## src/rsm_pkg.sv

```systemverilog
// reset source manager package: offsets, field positions, reset values, counts
package rsm_pkg;
	// register offsets (byte addresses on the plain register port)
	localparam logic [7:0] RSM_OFS_CAUSE   = 8'h00;
	localparam logic [7:0] RSM_OFS_SWRST   = 8'h01;
	localparam logic [7:0] RSM_OFS_PROTECT = 8'h02;
	// cause flag positions
	localparam int RSM_BIT_PWRUP   = 0;
	localparam int RSM_BIT_BROWN   = 1;
	localparam int RSM_BIT_PIN     = 2;
	localparam int RSM_BIT_WDOG    = 3;
	localparam int RSM_BIT_SOFT    = 4;
	localparam int RSM_BIT_DEBUG   = 5;
	localparam int RSM_NUM_CAUSE   = 6;
	// software reset request bit position
	localparam int RSM_BIT_SWREQ   = 0;
	// io protection key value
	localparam logic [7:0] RSM_IO_PROTECT_KEY = 8'hd8;
	// unlock window length in clock cycles (four instructions)
	localparam logic [2:0] RSM_UNLOCK_CYCLES  = 3'h4;
	// reset values
	localparam logic [5:0] RSM_CAUSE_RST      = 6'h01;
	localparam logic [7:0] RSM_SWRST_RST      = 8'h00;
	// base internal initialization length, cycles
	localparam logic [11:0] RSM_INIT_BASE     = 12'h010;
	// extra cycles for boot crc scan
	localparam logic [11:0] RSM_CRC_EXTRA     = 12'h100;
	// shift for extra cycles per start-up delay fuse step (16 cycles per step)
	localparam int RSM_SUT_SHIFT              = 4;
	// sequencer states
	typedef enum logic [1:0] {
		RSM_ST_HOLD,
		RSM_ST_INIT,
		RSM_ST_RUN
	} rsm_state_e;
endpackage : rsm_pkg

```

## src/rsm_reset_source_manager.sv

```systemverilog
// reset source manager: gathers reset requests, sequences release, keeps cause flags
// Summary of operation
// - manager always on, pin source needs enabling
// - record reset cause in cause flags
// - flags hold until written one
// - bits5..0: debug, soft, wdog, pin, brown, power
// - power-up clears all but power flag
// - after power-up, others wait full boot
// - soft request bit triggers immediate reset
// - soft request bit reads zero
// - unprotected protected-write changes nothing
// - pin low holds reset when enabled
// - power-up resets all, brown-out spares config
// - user resets spare debug and brown config
// - fuse registers reloaded after release
// - init lengthened by start-up and crc
// - watchdog timeout issues watchdog reset
// - debug reset reachable only by debugger
// - operates in active and sleep modes
module rsm_reset_source_manager #(
	parameter int          CAUSE_W   = rsm_pkg::RSM_NUM_CAUSE,   // number of cause flags
	parameter logic [11:0] INIT_BASE = rsm_pkg::RSM_INIT_BASE    // base init cycles
) (
	input  wire logic        clk,
	input  wire logic        rst_b,            // power-up reset from the supply detector
	// register port
	input  wire logic [7:0]  reg_addr,
	input  wire logic [7:0]  reg_wdata,
	input  wire logic        reg_wr,
	input  wire logic        reg_rd,
	output logic [7:0]       reg_rdata,
	// reset requesters
	input  wire logic        brownout_req,     // brown-out detector request, async level
	input  wire logic        reset_pin_b,      // external reset pin, active low
	input  wire logic        pin_reset_en,     // fuse: external reset enabled
	input  wire logic        watchdog_timeout, // watchdog expired unserviced, async level
	input  wire logic        debug_port_req,   // debugger reset request, async level
	// start-up configuration
	input  wire logic [2:0]  startup_delay_fuse,
	input  wire logic        boot_crc_scan_select,
	// reset outputs
	output logic             sys_rst_b,        // core logic reset, low while held
	output logic             debug_rst_b,      // debug port reset, only on power-up
	output logic             brownout_cfg_rst_b, // brown-out configuration reset
	output logic             fuse_reload       // one-cycle pulse: reload fuse registers
);
	// all state of this block
	typedef struct packed {
		logic [5:0]                 cause;     // sticky cause flags
		logic                       boot_done; // a full boot has completed since power-up
		logic                       soft_req;  // latched software reset request
		rsm_pkg::rsm_state_e        state;     // release sequencer
		logic [11:0]                cnt;       // init countdown
		logic [1:0]                 brn_sync;  // brown-out synchroniser
		logic [1:0]                 pin_sync;  // pin synchroniser, resets to the idle high level
		logic [1:0]                 wdg_sync;  // watchdog synchroniser
		logic [1:0]                 dbg_sync;  // debug synchroniser
		logic [7:0]                 rdata;     // read data
		logic                       reload;    // fuse reload pulse
	} rsm_top_s;

	rsm_top_s s_q;
	rsm_top_s s_d;

	logic       win_open;  // protection window open
	logic       key_hit;   // key write seen
	logic       sw_wr;     // write to soft reset register
	logic       any_user;  // any user reset request
	logic       brn_req;   // synchronised brown-out
	logic       pin_req;   // synchronised, enabled pin request
	logic       wdg_req;   // synchronised watchdog request
	logic       dbg_req;   // synchronised debug request
	logic [5:0] hw_set;    // flags to set this cycle
	logic [5:0] w1c;       // flags written one

	rsm_unlock u_unlock (
		.clk         (clk),
		.rst_b       (rst_b),
		.key_hit     (key_hit),
		.consume     (sw_wr),
		.open_window (win_open)
	);

	// decode helper for writes
	function automatic logic rsm_wr_at(input logic [7:0] a, input logic [7:0] ofs, input logic wr);
		rsm_wr_at = wr && (a == ofs);
	endfunction

	assign key_hit = rsm_wr_at(reg_addr, rsm_pkg::RSM_OFS_PROTECT, reg_wr)
		&& (reg_wdata == rsm_pkg::RSM_IO_PROTECT_KEY);
	assign sw_wr   = rsm_wr_at(reg_addr, rsm_pkg::RSM_OFS_SWRST, reg_wr);

	// synchronised requesters, second flop only
	// pin low holds reset when fuse enables it
	assign pin_req = pin_reset_en && !s_q.pin_sync[1];
	// watchdog timeout is a reset source
	assign wdg_req = s_q.wdg_sync[1];
	// debug request only from the debug port input
	assign dbg_req = s_q.dbg_sync[1];
	assign brn_req = s_q.brn_sync[1];
	assign any_user = pin_req || wdg_req || dbg_req || s_q.soft_req;

	// every active requester sets its own flag
	always_comb begin
		hw_set = '0;
		hw_set[rsm_pkg::RSM_BIT_BROWN] = brn_req;
		hw_set[rsm_pkg::RSM_BIT_PIN]   = pin_req;
		hw_set[rsm_pkg::RSM_BIT_WDOG]  = wdg_req;
		hw_set[rsm_pkg::RSM_BIT_SOFT]  = s_q.soft_req;
		hw_set[rsm_pkg::RSM_BIT_DEBUG] = dbg_req;
	end

	assign w1c = rsm_wr_at(reg_addr, rsm_pkg::RSM_OFS_CAUSE, reg_wr) ? reg_wdata[5:0] : 6'h00;

	// next state
	always_comb begin
		s_d = s_q;
		s_d.reload = 1'b0;
		// two-flop synchronisers
		s_d.brn_sync = {s_q.brn_sync[0], brownout_req};
		s_d.pin_sync = {s_q.pin_sync[0], reset_pin_b};
		s_d.wdg_sync = {s_q.wdg_sync[0], watchdog_timeout};
		s_d.dbg_sync = {s_q.dbg_sync[0], debug_port_req};

		// hardware set wins over a clear in the same cycle
		// only power flag until a full boot
		if (s_q.boot_done) begin
			s_d.cause = (s_q.cause & ~w1c) | hw_set;
		end else begin
			s_d.cause = s_q.cause & ~w1c;
		end

		// protected write of request bit starts reset at once
		// writes outside the window change nothing
		if (sw_wr && win_open && reg_wdata[rsm_pkg::RSM_BIT_SWREQ]) begin
			s_d.soft_req = 1'b1;
		end

		// no sleep input gates this block
		unique case (s_q.state)
			rsm_pkg::RSM_ST_HOLD: begin
				// hold while any request stays active
				if (!any_user && !brn_req) begin
					s_d.state = rsm_pkg::RSM_ST_INIT;
					// init lengthened by start-up delay and crc scan
					s_d.cnt = INIT_BASE
						+ ({9'h000, startup_delay_fuse} << rsm_pkg::RSM_SUT_SHIFT)
						+ (boot_crc_scan_select ? rsm_pkg::RSM_CRC_EXTRA : 12'h000);
				end
				// soft request lasts one hold pass
				s_d.soft_req = 1'b0;
			end
			rsm_pkg::RSM_ST_INIT: begin
				if (any_user || brn_req) begin
					s_d.state = rsm_pkg::RSM_ST_HOLD;
				end else if (s_q.cnt == 12'h000) begin
					s_d.state = rsm_pkg::RSM_ST_RUN;
					s_d.boot_done = 1'b1;
					s_d.reload = 1'b1;
				end else begin
					s_d.cnt = s_q.cnt - 12'h001;
				end
			end
			rsm_pkg::RSM_ST_RUN: begin
				if (any_user || brn_req) begin
					s_d.state = rsm_pkg::RSM_ST_HOLD;
				end
			end
		endcase

		// read path, data stand one cycle later
		s_d.rdata = 8'h00;
		if (reg_rd && reg_addr == rsm_pkg::RSM_OFS_CAUSE) begin
			s_d.rdata = {2'b00, s_q.cause};
		end
		// soft request register always reads zero, unmapped reads zero
	end

	// state register; power-up takes every field to its reset value
	// power-up leaves only the power flag set
	// power-up resets all volatile state here
	always_ff @(posedge clk or negedge rst_b) begin
		if (!rst_b) begin
			s_q           <= '0;
			s_q.cause     <= rsm_pkg::RSM_CAUSE_RST;
			s_q.state     <= rsm_pkg::RSM_ST_HOLD;
			s_q.pin_sync  <= 2'b11;
		end else begin
			s_q <= s_d;
		end
	end

	assign reg_rdata          = s_q.rdata;
	// user resets hold core only, not debug or brown config
	assign sys_rst_b          = (s_q.state == rsm_pkg::RSM_ST_RUN);
	assign debug_rst_b        = rst_b;
	assign brownout_cfg_rst_b = rst_b;
	assign fuse_reload        = s_q.reload;
endmodule // rsm_reset_source_manager

```

## src/rsm_unlock.sv

```systemverilog
// protection unlock window: key write opens a short window for protected writes
module rsm_unlock #(
	parameter logic [2:0] WINDOW = rsm_pkg::RSM_UNLOCK_CYCLES
) (
	input  wire logic       clk,
	input  wire logic       rst_b,
	input  wire logic       key_hit,     // key written to protection register
	input  wire logic       consume,     // protected write used the window
	output logic            open_window  // protected writes allowed
);
	typedef struct packed {
		logic [2:0] cnt; // remaining window cycles
	} rsm_unlock_s;

	rsm_unlock_s s_q;
	rsm_unlock_s s_d;

	// window count: reload on key, drop on use, else count down
	always_comb begin
		s_d = s_q;
		if (key_hit) begin
			s_d.cnt = WINDOW;
		end else if (consume) begin
			s_d.cnt = 3'h0;
		end else if (s_q.cnt != 3'h0) begin
			s_d.cnt = s_q.cnt - 3'h1;
		end
	end

	// state register
	always_ff @(posedge clk or negedge rst_b) begin
		if (!rst_b) begin
			s_q <= '0;
		end else begin
			s_q <= s_d;
		end
	end

	assign open_window = (s_q.cnt != 3'h0);
endmodule // rsm_unlock

```

## config.mk

```make
export PLATFORM = sky130hd
export DESIGN_NAME = rsm_reset_source_manager
export DESIGN_NICKNAME = d
export VERILOG_FILES = /design/src/rsm_pkg.sv /design/src/rsm_reset_source_manager.sv /design/src/rsm_unlock.sv
export SDC_FILE = /design/constraint.sdc
export NUM_CORES = 1
export LEC_CHECK = 0
export BUFFER_PORTS_ARGS = -buffer_cell sky130_fd_sc_hd__buf_4
export CAP_MARGIN = 40
export CORE_MARGIN = 2
export CORE_UTILIZATION = 58
export CTS_BUF_LIST = sky130_fd_sc_hd__clkbuf_16
export DETAILED_ROUTE_END_ITERATION = 10
export PLACE_DENSITY = 0.94
export SETUP_SLACK_MARGIN = 0.02
export SLEW_MARGIN = 5
export SYNTH_ARGS = -nofsm -noshare
export SYNTH_HDL_FRONTEND = slang
export SYNTH_SLANG_ARGS = --single-unit
```

## constraint.sdc

```tcl
create_clock -name clk -period 3.6 [get_ports clk]
set_input_delay 0 -clock clk [delete_from_list [all_inputs] [get_ports clk]]
set_output_delay 0 -clock clk [all_outputs]
set_load 0.01 [all_outputs]
```

### Word level (Yosys, flattened, before mapping)

Index checks and enable logic that the tools add are counted.

| cells by class | value |
|---|---|
| add/sub/neg operators | 4 |
| equality and inequality tests | 10 |
| multiplexer cells | 20 |
| reduce and logical (&&, ||, !) cells | 26 |
| bitwise operators | 4 |

Operators with widths:

| cell | count |
|---|---|
| 12-bit 2-to-1 mux | 2 |
| 12-bit one-hot mux with 2 select lines | 1 |
| 6-bit 2-to-1 mux | 3 |
| 14-bit 2-to-1 mux | 1 |
| 12-bit logical NOT | 1 |
| 12-bit by 1-bit subtractor with 12-bit output, second input constant | 1 |
| 8-bit by 9-bit adder with 10-bit output | 1 |
| 1-bit logical AND | 9 |
| 3-bit 2-to-1 mux | 3 |
| 9-bit 2-to-1 mux | 1 |
| 5-bit by 7-bit adder with 8-bit output, first input constant | 1 |
| 8-bit by 1-bit == test with 1-bit output, second input constant | 1 |
| 8-bit by 2-bit == test with 1-bit output, second input constant | 1 |
| 8-bit == test, second input constant | 1 |
| 8-bit logical NOT | 1 |
| 6-bit bitwise AND | 1 |
| 2-bit 2-to-1 mux | 3 |
| 2-bit != test, second input constant | 3 |
| 6-bit inverter | 1 |
| 6-bit OR | 1 |
| 2-bit one-hot mux with 3 select lines | 1 |
| 3-bit AND reduction | 2 |
| 3-bit nonzero test | 2 |
| 1-bit 2-to-1 mux | 5 |
| other kinds (11) | 17 |

| storage, ports and cells | value |
|---|---|
| logic and storage cells | 76 |
| flip-flop bits (word level) | 42 |
| input bits | 29 |

### Depth between registers and ports, before layout

| logic depth | value |
|---|---|
| depth after elaboration | 9 |
| gate-level depth with buffers | 8 |
| gate-level depth less buffers | 6 |

### Modules after synthesis

A second synthesis with hierarchy kept.

| second synthesis, totals | value |
|---|---|
| cell total of the unflattened synthesis | 192 |
| area total of the unflattened synthesis | 2,065.7 µm² |

By module, submodules not included:

| module | cells an instance | seq. area each (µm²) | area each (µm²) | times used |
|---|---|---|---|---|
| rsm_reset_source_manager | 177 | 929.6 | 1,888.1 | 1 |
| rsm_unlock | 15 | 75.1 | 177.7 | 1 |

### Least setup slack after synthesis

No wires, ideal clock.

| timing | value |
|---|---|
| kind | register to register |
| start | register s_q (netlist bit hw_set[3]) |
| end | register s_q[21] (netlist bit) |
| path buffers | 2 |
| stages on the path, launching flop included | 7 |
| setup time | 0.121 ns |
| data arrival time | 2.005 ns |
| slack | 1.474 ns |
| cell sequence | dfrtp_1 -> or4_1 -> buf_2 -> or3_4 -> clkbuf_1 -> a211o_1 -> a22o_1 |

| between the ends | value |
|---|---|
| cells in the longest elaborated chain, start to end | 7 |
| elaborated cells on any way between the ends | 9 |
| classes of those cells | eq/ne: 2; reduce/logical: 7 |

Ends and longest elaborated chain:

| what | RTL line | source |
|---|---|---|
| start: declaration | rsm_reset_source_manager.sv:62 | `rsm_top_s s_q;` |
| 1-bit logical OR * (3 in series) | rsm_reset_source_manager.sv:101 | `assign any_user = pin_req \|\| wdg_req \|\| dbg_req \|\| s_q.soft_req;` |
| 1-bit logical NOT | rsm_reset_source_manager.sv:143 | `if (!any_user && !brn_req) begin` |
| 1-bit logical AND | rsm_reset_source_manager.sv:143 |  |
| 2-bit != test (no line) | n/a |  |
| 4-bit AND reduction (no line) * | n/a |  |

Mark *: on every way between the ends. The rest lies on a longest branch, timed or not.
A chain may end at the register's enable or synchronous reset.

### Worst setup path after layout

| timing | value |
|---|---|
| start | register s_q[30] (netlist bit) |
| end | register s_q[19] (netlist bit) |

| between the ends | value |
|---|---|
| cells in the longest elaborated chain, start to end | 3 |
| elaborated cells on any way between the ends | 8 |
| classes of those cells | eq/ne: 4; mux: 1; reduce/logical: 3 |

Ends and longest elaborated chain:

| what | RTL line | source |
|---|---|---|
| 2-bit by 1-bit == test with 1-bit output or 2-bit logical NOT (tied branches) | rsm_reset_source_manager.sv:140 | `unique case (s_q.state)` |
| 2-bit != test (no line) or 2-bit nonzero test (tied branches) | n/a |  |
| 4-bit AND reduction (no line) | n/a |  |

Parallel ways exist; a longest one is shown, timed or not.

==> results.txt <==
STA puts the critical path data required time at 3790 ps. The portion of total power attributed to sequential cells came out at 0.404. Across the routed clock network, the largest skew measured is 8.19 ps.

The pre-antenna-repair detailed-routing pass consisted of 4 iterations. The run gives 93 as the iteration-0 DRC count of the detailed router. The run gives 1310 ps as the pre-CTS setup slack.

The logs give 274 for the layout net count and 0.266 for the clock network fraction of design power. The floorplan step defined a die boundary enclosing 0.00404 mm^2. The routability congestion estimate from global placement was 0.818; the vertical die dimension was 63.6 um. Once detailed placement completed, the half-perimeter wirelength came to 2830 um.

The area of the core came out at 0.00336 mm^2. The kind of cell with the highest combined delay along the critical path is simple AND/OR/NAND/NOR gates. Entering global routing, the biggest net connects 43 pins.

After detailed routing, the number of vias per cell comes to 5.69. The kind of path behind the tightest hold check is in -> reg. Across the whole layout, storage elements account for 0.00100 mm^2. The number of antenna violations at the first check in global routing is 0.

By instance count, the leading cell after synthesis is sky130_fd_sc_hd__dfrtp_1. The max-slew violation count came out at 0. The floorplan has 21 rows. Counting every instance in the synthesized netlist gives 201. For this run, the leading register cell type out of synthesis is sky130_fd_sc_hd__dfrtp_1. The tree built by TritonCTS fans out to 40 sinks.

The top achievable clock speed was 437 MHz; the number of synthesized flops with an enable pin was 0. The effective utilization at floorplan was 0.612. The run gives 1310 ps as the final setup slack of the worst path. Total of flip-flops plus latches after synthesis: 40. The count of cell types in the netlist is 46.

The slew at the pin with the worst max-slew slack is 725 ps, and the total setup violations reported at the end of the flow is 0. The cell depth of the worst flop-to-flop path is 6. From synthesis to final layout, the design area changed by 22.1%.

Of all cell types, the one taking the most synthesized area is sky130_fd_sc_hd__dfrtp_1. Share of layout cells above drive strength 1: 0.235. Walking the worst path, the cells encountered are inv_1, ha_1, nor2_1, or3_4, or4_1, a21boi_0. The logs give 0.510 for the normalized max-slew margin and 27.7 ps for the tightest hold margin. Setup repair after global routing left no endpoint under its margin. For this design the static power due to leakage is 1.17 nW.

The internal power of the cells was 1.04 mW. The kind of capture point of the worst setup path is a flop. The critical-path cell with the highest stage delay is sky130_fd_sc_hd__or4_1.

Remaining global-route overflow: 0. The mapped cell area was 0.00206 mm^2; the buffers plus inverters on the worst setup path was 1. In this run the count of I/O pins placed on the die edge is 41. The tools report the capture instance of the worst register-to-register path as s_q[19].

The worst hold path was traced through 3 stages. In this run the deepest clock path goes through 2 buffers. The run finished with clean final reports. The worst setup path is launched from a flop.

The startpoint identified for the worst hold timing path is reg_wdata[3]. In this run the critical register-to-register path is launched from s_q[30]. In the final timing run, aggregate negative setup slack is 0 ps.

The count of endpoints failing hold in the final timing report was 0; the quantity of I/O buffers inserted on ports was 38. The proportion of synthesized chip area in sequential cells came out at 0.488. The total track usage came out at 0.235. After detailed routing, the average wire length per cell comes to 14.4 um. The setup check on the worst reg-to-reg path leaves a slack of 1310 ps. The repair_antennas step left the layout with diodes totalling 0.

The portion of synthesized cell area occupied by the leading cell type was 0.450; the overall power was 1.60 mW. The async set-reset flop share out of synthesis is 1.00, and the worst vdd rail ir drop is 0.385 mV. The clock tree synthesis step divided the H-tree into 2 levels. The die is 63.6 um wide. The routed design has 4080 um of wire. The biggest cell delay along the critical path is 490 ps.

The Yosys step of the flow raised 0 warnings. The routed design could run at a clock period as short as 2290 ps. The number of maximum-capacitance constraint violations is 0.

Master cell of the clock root buffer: sky130_fd_sc_hd__clkbuf_16. By startpoint and endpoint, the worst setup path is classified as reg -> reg. The maximum net fanout on the critical path was 17; the post-detailed-route DRC marker count was 0. The share of the clock period used by the worst path was 0.635.

Power spread over the standard cell area amounts to 635 mW/mm^2. The worst hold path terminates at s_q[36]. STA puts the critical path data arrival time at 2480 ps. The switching fraction of total power was 0.346.

By count the netlist is led by sky130_fd_sc_hd__dfrtp_1 (37), sky130_fd_sc_hd__nor2_1 (14), sky130_fd_sc_hd__nand2_1 (13), sky130_fd_sc_hd__buf_4 (10), sky130_fd_sc_hd__inv_1 (10). By area the synthesized netlist is led by sky130_fd_sc_hd__dfrtp_1 (45%), sky130_fd_sc_hd__ha_1 (4.9%), sky130_fd_sc_hd__dfstp_2 (3.8%), sky130_fd_sc_hd__buf_4 (3.6%), sky130_fd_sc_hd__mux2i_1 (3.4%). After synthesis, the mean cell area works out to 10.2 um^2. The multi-input combinational cells in the finished layout cover a total of 918 um^2. Detailed routing inserted a total of 1616 vias. TritonCTS built the clock tree. For the number of global-route vias before repair, the log shows 1595. The tools report the fraction of power consumed by combinational cells as 0.331. The first global-routing pass estimated 7280 um of wire. For the number of gates given a new drive strength after cts, the log shows 0.

The count of nets left with antenna violations once routing finished came out at 0. For this design the total switching power over the nets is 553 uW. The clock insertion delay at the later pin of the skew report was 280 ps. The post-CTS clock slew at the launch and capture registers of the worst setup and hold paths works out to 60 ps. In this run, CTS created clock tree buffers numbering 5.

The final-layout fill cell count came out at 243.
==> layout by cell type, fill, tap and decap left out, types with 2 or more instances in the layout <==
cell | Yosys | final
sky130_fd_sc_hd__a21oi_1 | 5 | 5
sky130_fd_sc_hd__nand4_1 | 5 | 5
sky130_fd_sc_hd__dfrtp_1 | 37 | 37
sky130_fd_sc_hd__or2_2 | 2 | 2
sky130_fd_sc_hd__dlygate4sd3_1 | 0 | 6
sky130_fd_sc_hd__nor4_1 | 3 | 3
sky130_fd_sc_hd__o22ai_1 | 3 | 3
sky130_fd_sc_hd__and2_1 | 6 | 6
sky130_fd_sc_hd__clkinvlp_4 | 0 | 2
sky130_fd_sc_hd__nor2_1 | 14 | 14
sky130_fd_sc_hd__or4_1 | 3 | 3
sky130_fd_sc_hd__nand2_1 | 13 | 13
sky130_fd_sc_hd__clkbuf_16 | 0 | 5
sky130_fd_sc_hd__a2bb2oi_1 | 2 | 2
sky130_fd_sc_hd__dfstp_2 | 3 | 3
sky130_fd_sc_hd__o21ai_0 | 3 | 3
sky130_fd_sc_hd__a21boi_0 | 3 | 3
sky130_fd_sc_hd__or3_1 | 5 | 5
sky130_fd_sc_hd__ha_1 | 8 | 8
sky130_fd_sc_hd__buf_4 | 10 | 39
sky130_fd_sc_hd__inv_1 | 10 | 10
sky130_fd_sc_hd__nor3_1 | 7 | 7
sky130_fd_sc_hd__and4_1 | 2 | 2
sky130_fd_sc_hd__conb_1 | 1 | 2
sky130_fd_sc_hd__nand2b_1 | 7 | 7
sky130_fd_sc_hd__a211oi_1 | 2 | 2
sky130_fd_sc_hd__nand3_1 | 3 | 3
sky130_fd_sc_hd__nor4b_1 | 2 | 2
sky130_fd_sc_hd__a22o_1 | 6 | 6
sky130_fd_sc_hd__mux2i_1 | 7 | 7
sky130_fd_sc_hd__or4b_2 | 2 | 2
sky130_fd_sc_hd__o31ai_1 | 5 | 5
==> worst min-delay path: stages <==
cell and delay [ps]:
sky130_fd_sc_hd__buf_4 110, sky130_fd_sc_hd__nand2_1 50, sky130_fd_sc_hd__a22o_1 110
==> repair_timing <==
action | in CTS | in global routing
hold endpoints to repair | 42 | 0
hold buffers | 6 | 0
endpoints found under the setup margin | 0 | 0
buffers inserted | 0 | 0
==> worst max-delay path by stage <==
stage | from | endpoint | slack (ps) | cells past startpoint
final | s_q[30] | s_q[19] | 1310 | 6
after global routing | s_q[30] | s_q[27] | 1100 | 6
after CTS | s_q[30] | s_q[27] | 1330 | 6
after detailed placement | s_q[30] | s_q[27] | 1310 | 6
after global placement | hw_set[3] | s_q[27] | 1370 | 4
after floorplan | hw_set[3] | s_q[21] | 1470 | 6
==> power by group through the flow <==
stage,Clock [mW],Combinational [mW],Sequential (mW)
global placement,0,0.489,0.645
CTS,0.429,0.521,0.644
finish,0.424,0.528,0.645
floorplan,0,0.401,0.625
detailed placement,0,0.510,0.649
global route,0.453,0.598,0.662
==> cell families after synthesis <==
family | Yosys count | share of synthesized area
multiplexers | 7 | 0.0340
flip-flops | 40 | 0.488
other | 1 | 0.00182
buffers and inverters | 27 | 0.0680
adder cells (fa/ha/maj) | 8 | 0.0486
AND/OR/NAND/NOR | 80 | 0.223
AO/OA/AOI/OAI | 36 | 0.128
XOR/XNOR | 2 | 0.00851
==> metrics by stage <==
| stage | util | cells | instance area, um^2 |
|---|---|---|---|
| floorplan | - | 202 | 2060 |
| global placement | 0.687 | 270 | 2310 |
| detailed placement | 0.687 | 270 | 2310 |
| CTS | 0.748 | 284 | 2510 |
| global route | 0.748 | 284 | 2510 |
| finish | 0.748 | 284 | 2510 |
==> state kept, by name (all words and copies together) (netlist names) <==
name	count
dbg_req	1
u_unlock.s_q	3
brn_req	1
s_d	4
reg_rdata	6
fuse_reload	1
s_q	22
hw_set	2
==> metal layers <==
layer | global-route usage | share of wire
met1 | 0.300 | 0.42
met2 | 0.354 | 0.50
met3 | 0.0732 | 0.055
met4 | 0.130 | 0.026
met5 | 0 | 0
==> layout make-up <==
cell class	count	area share
Sequential cell	40	0.400
Multi-Input combinational cell	135	0.365
Timing Repair Buffer	45	0.140
Clock buffer	5	0.0498
Tap cell	46	0.0229
Inverter	10	0.0149
Clock inverter	3	0.00746
Note: power is estimated with default switching activity, not from simulation.
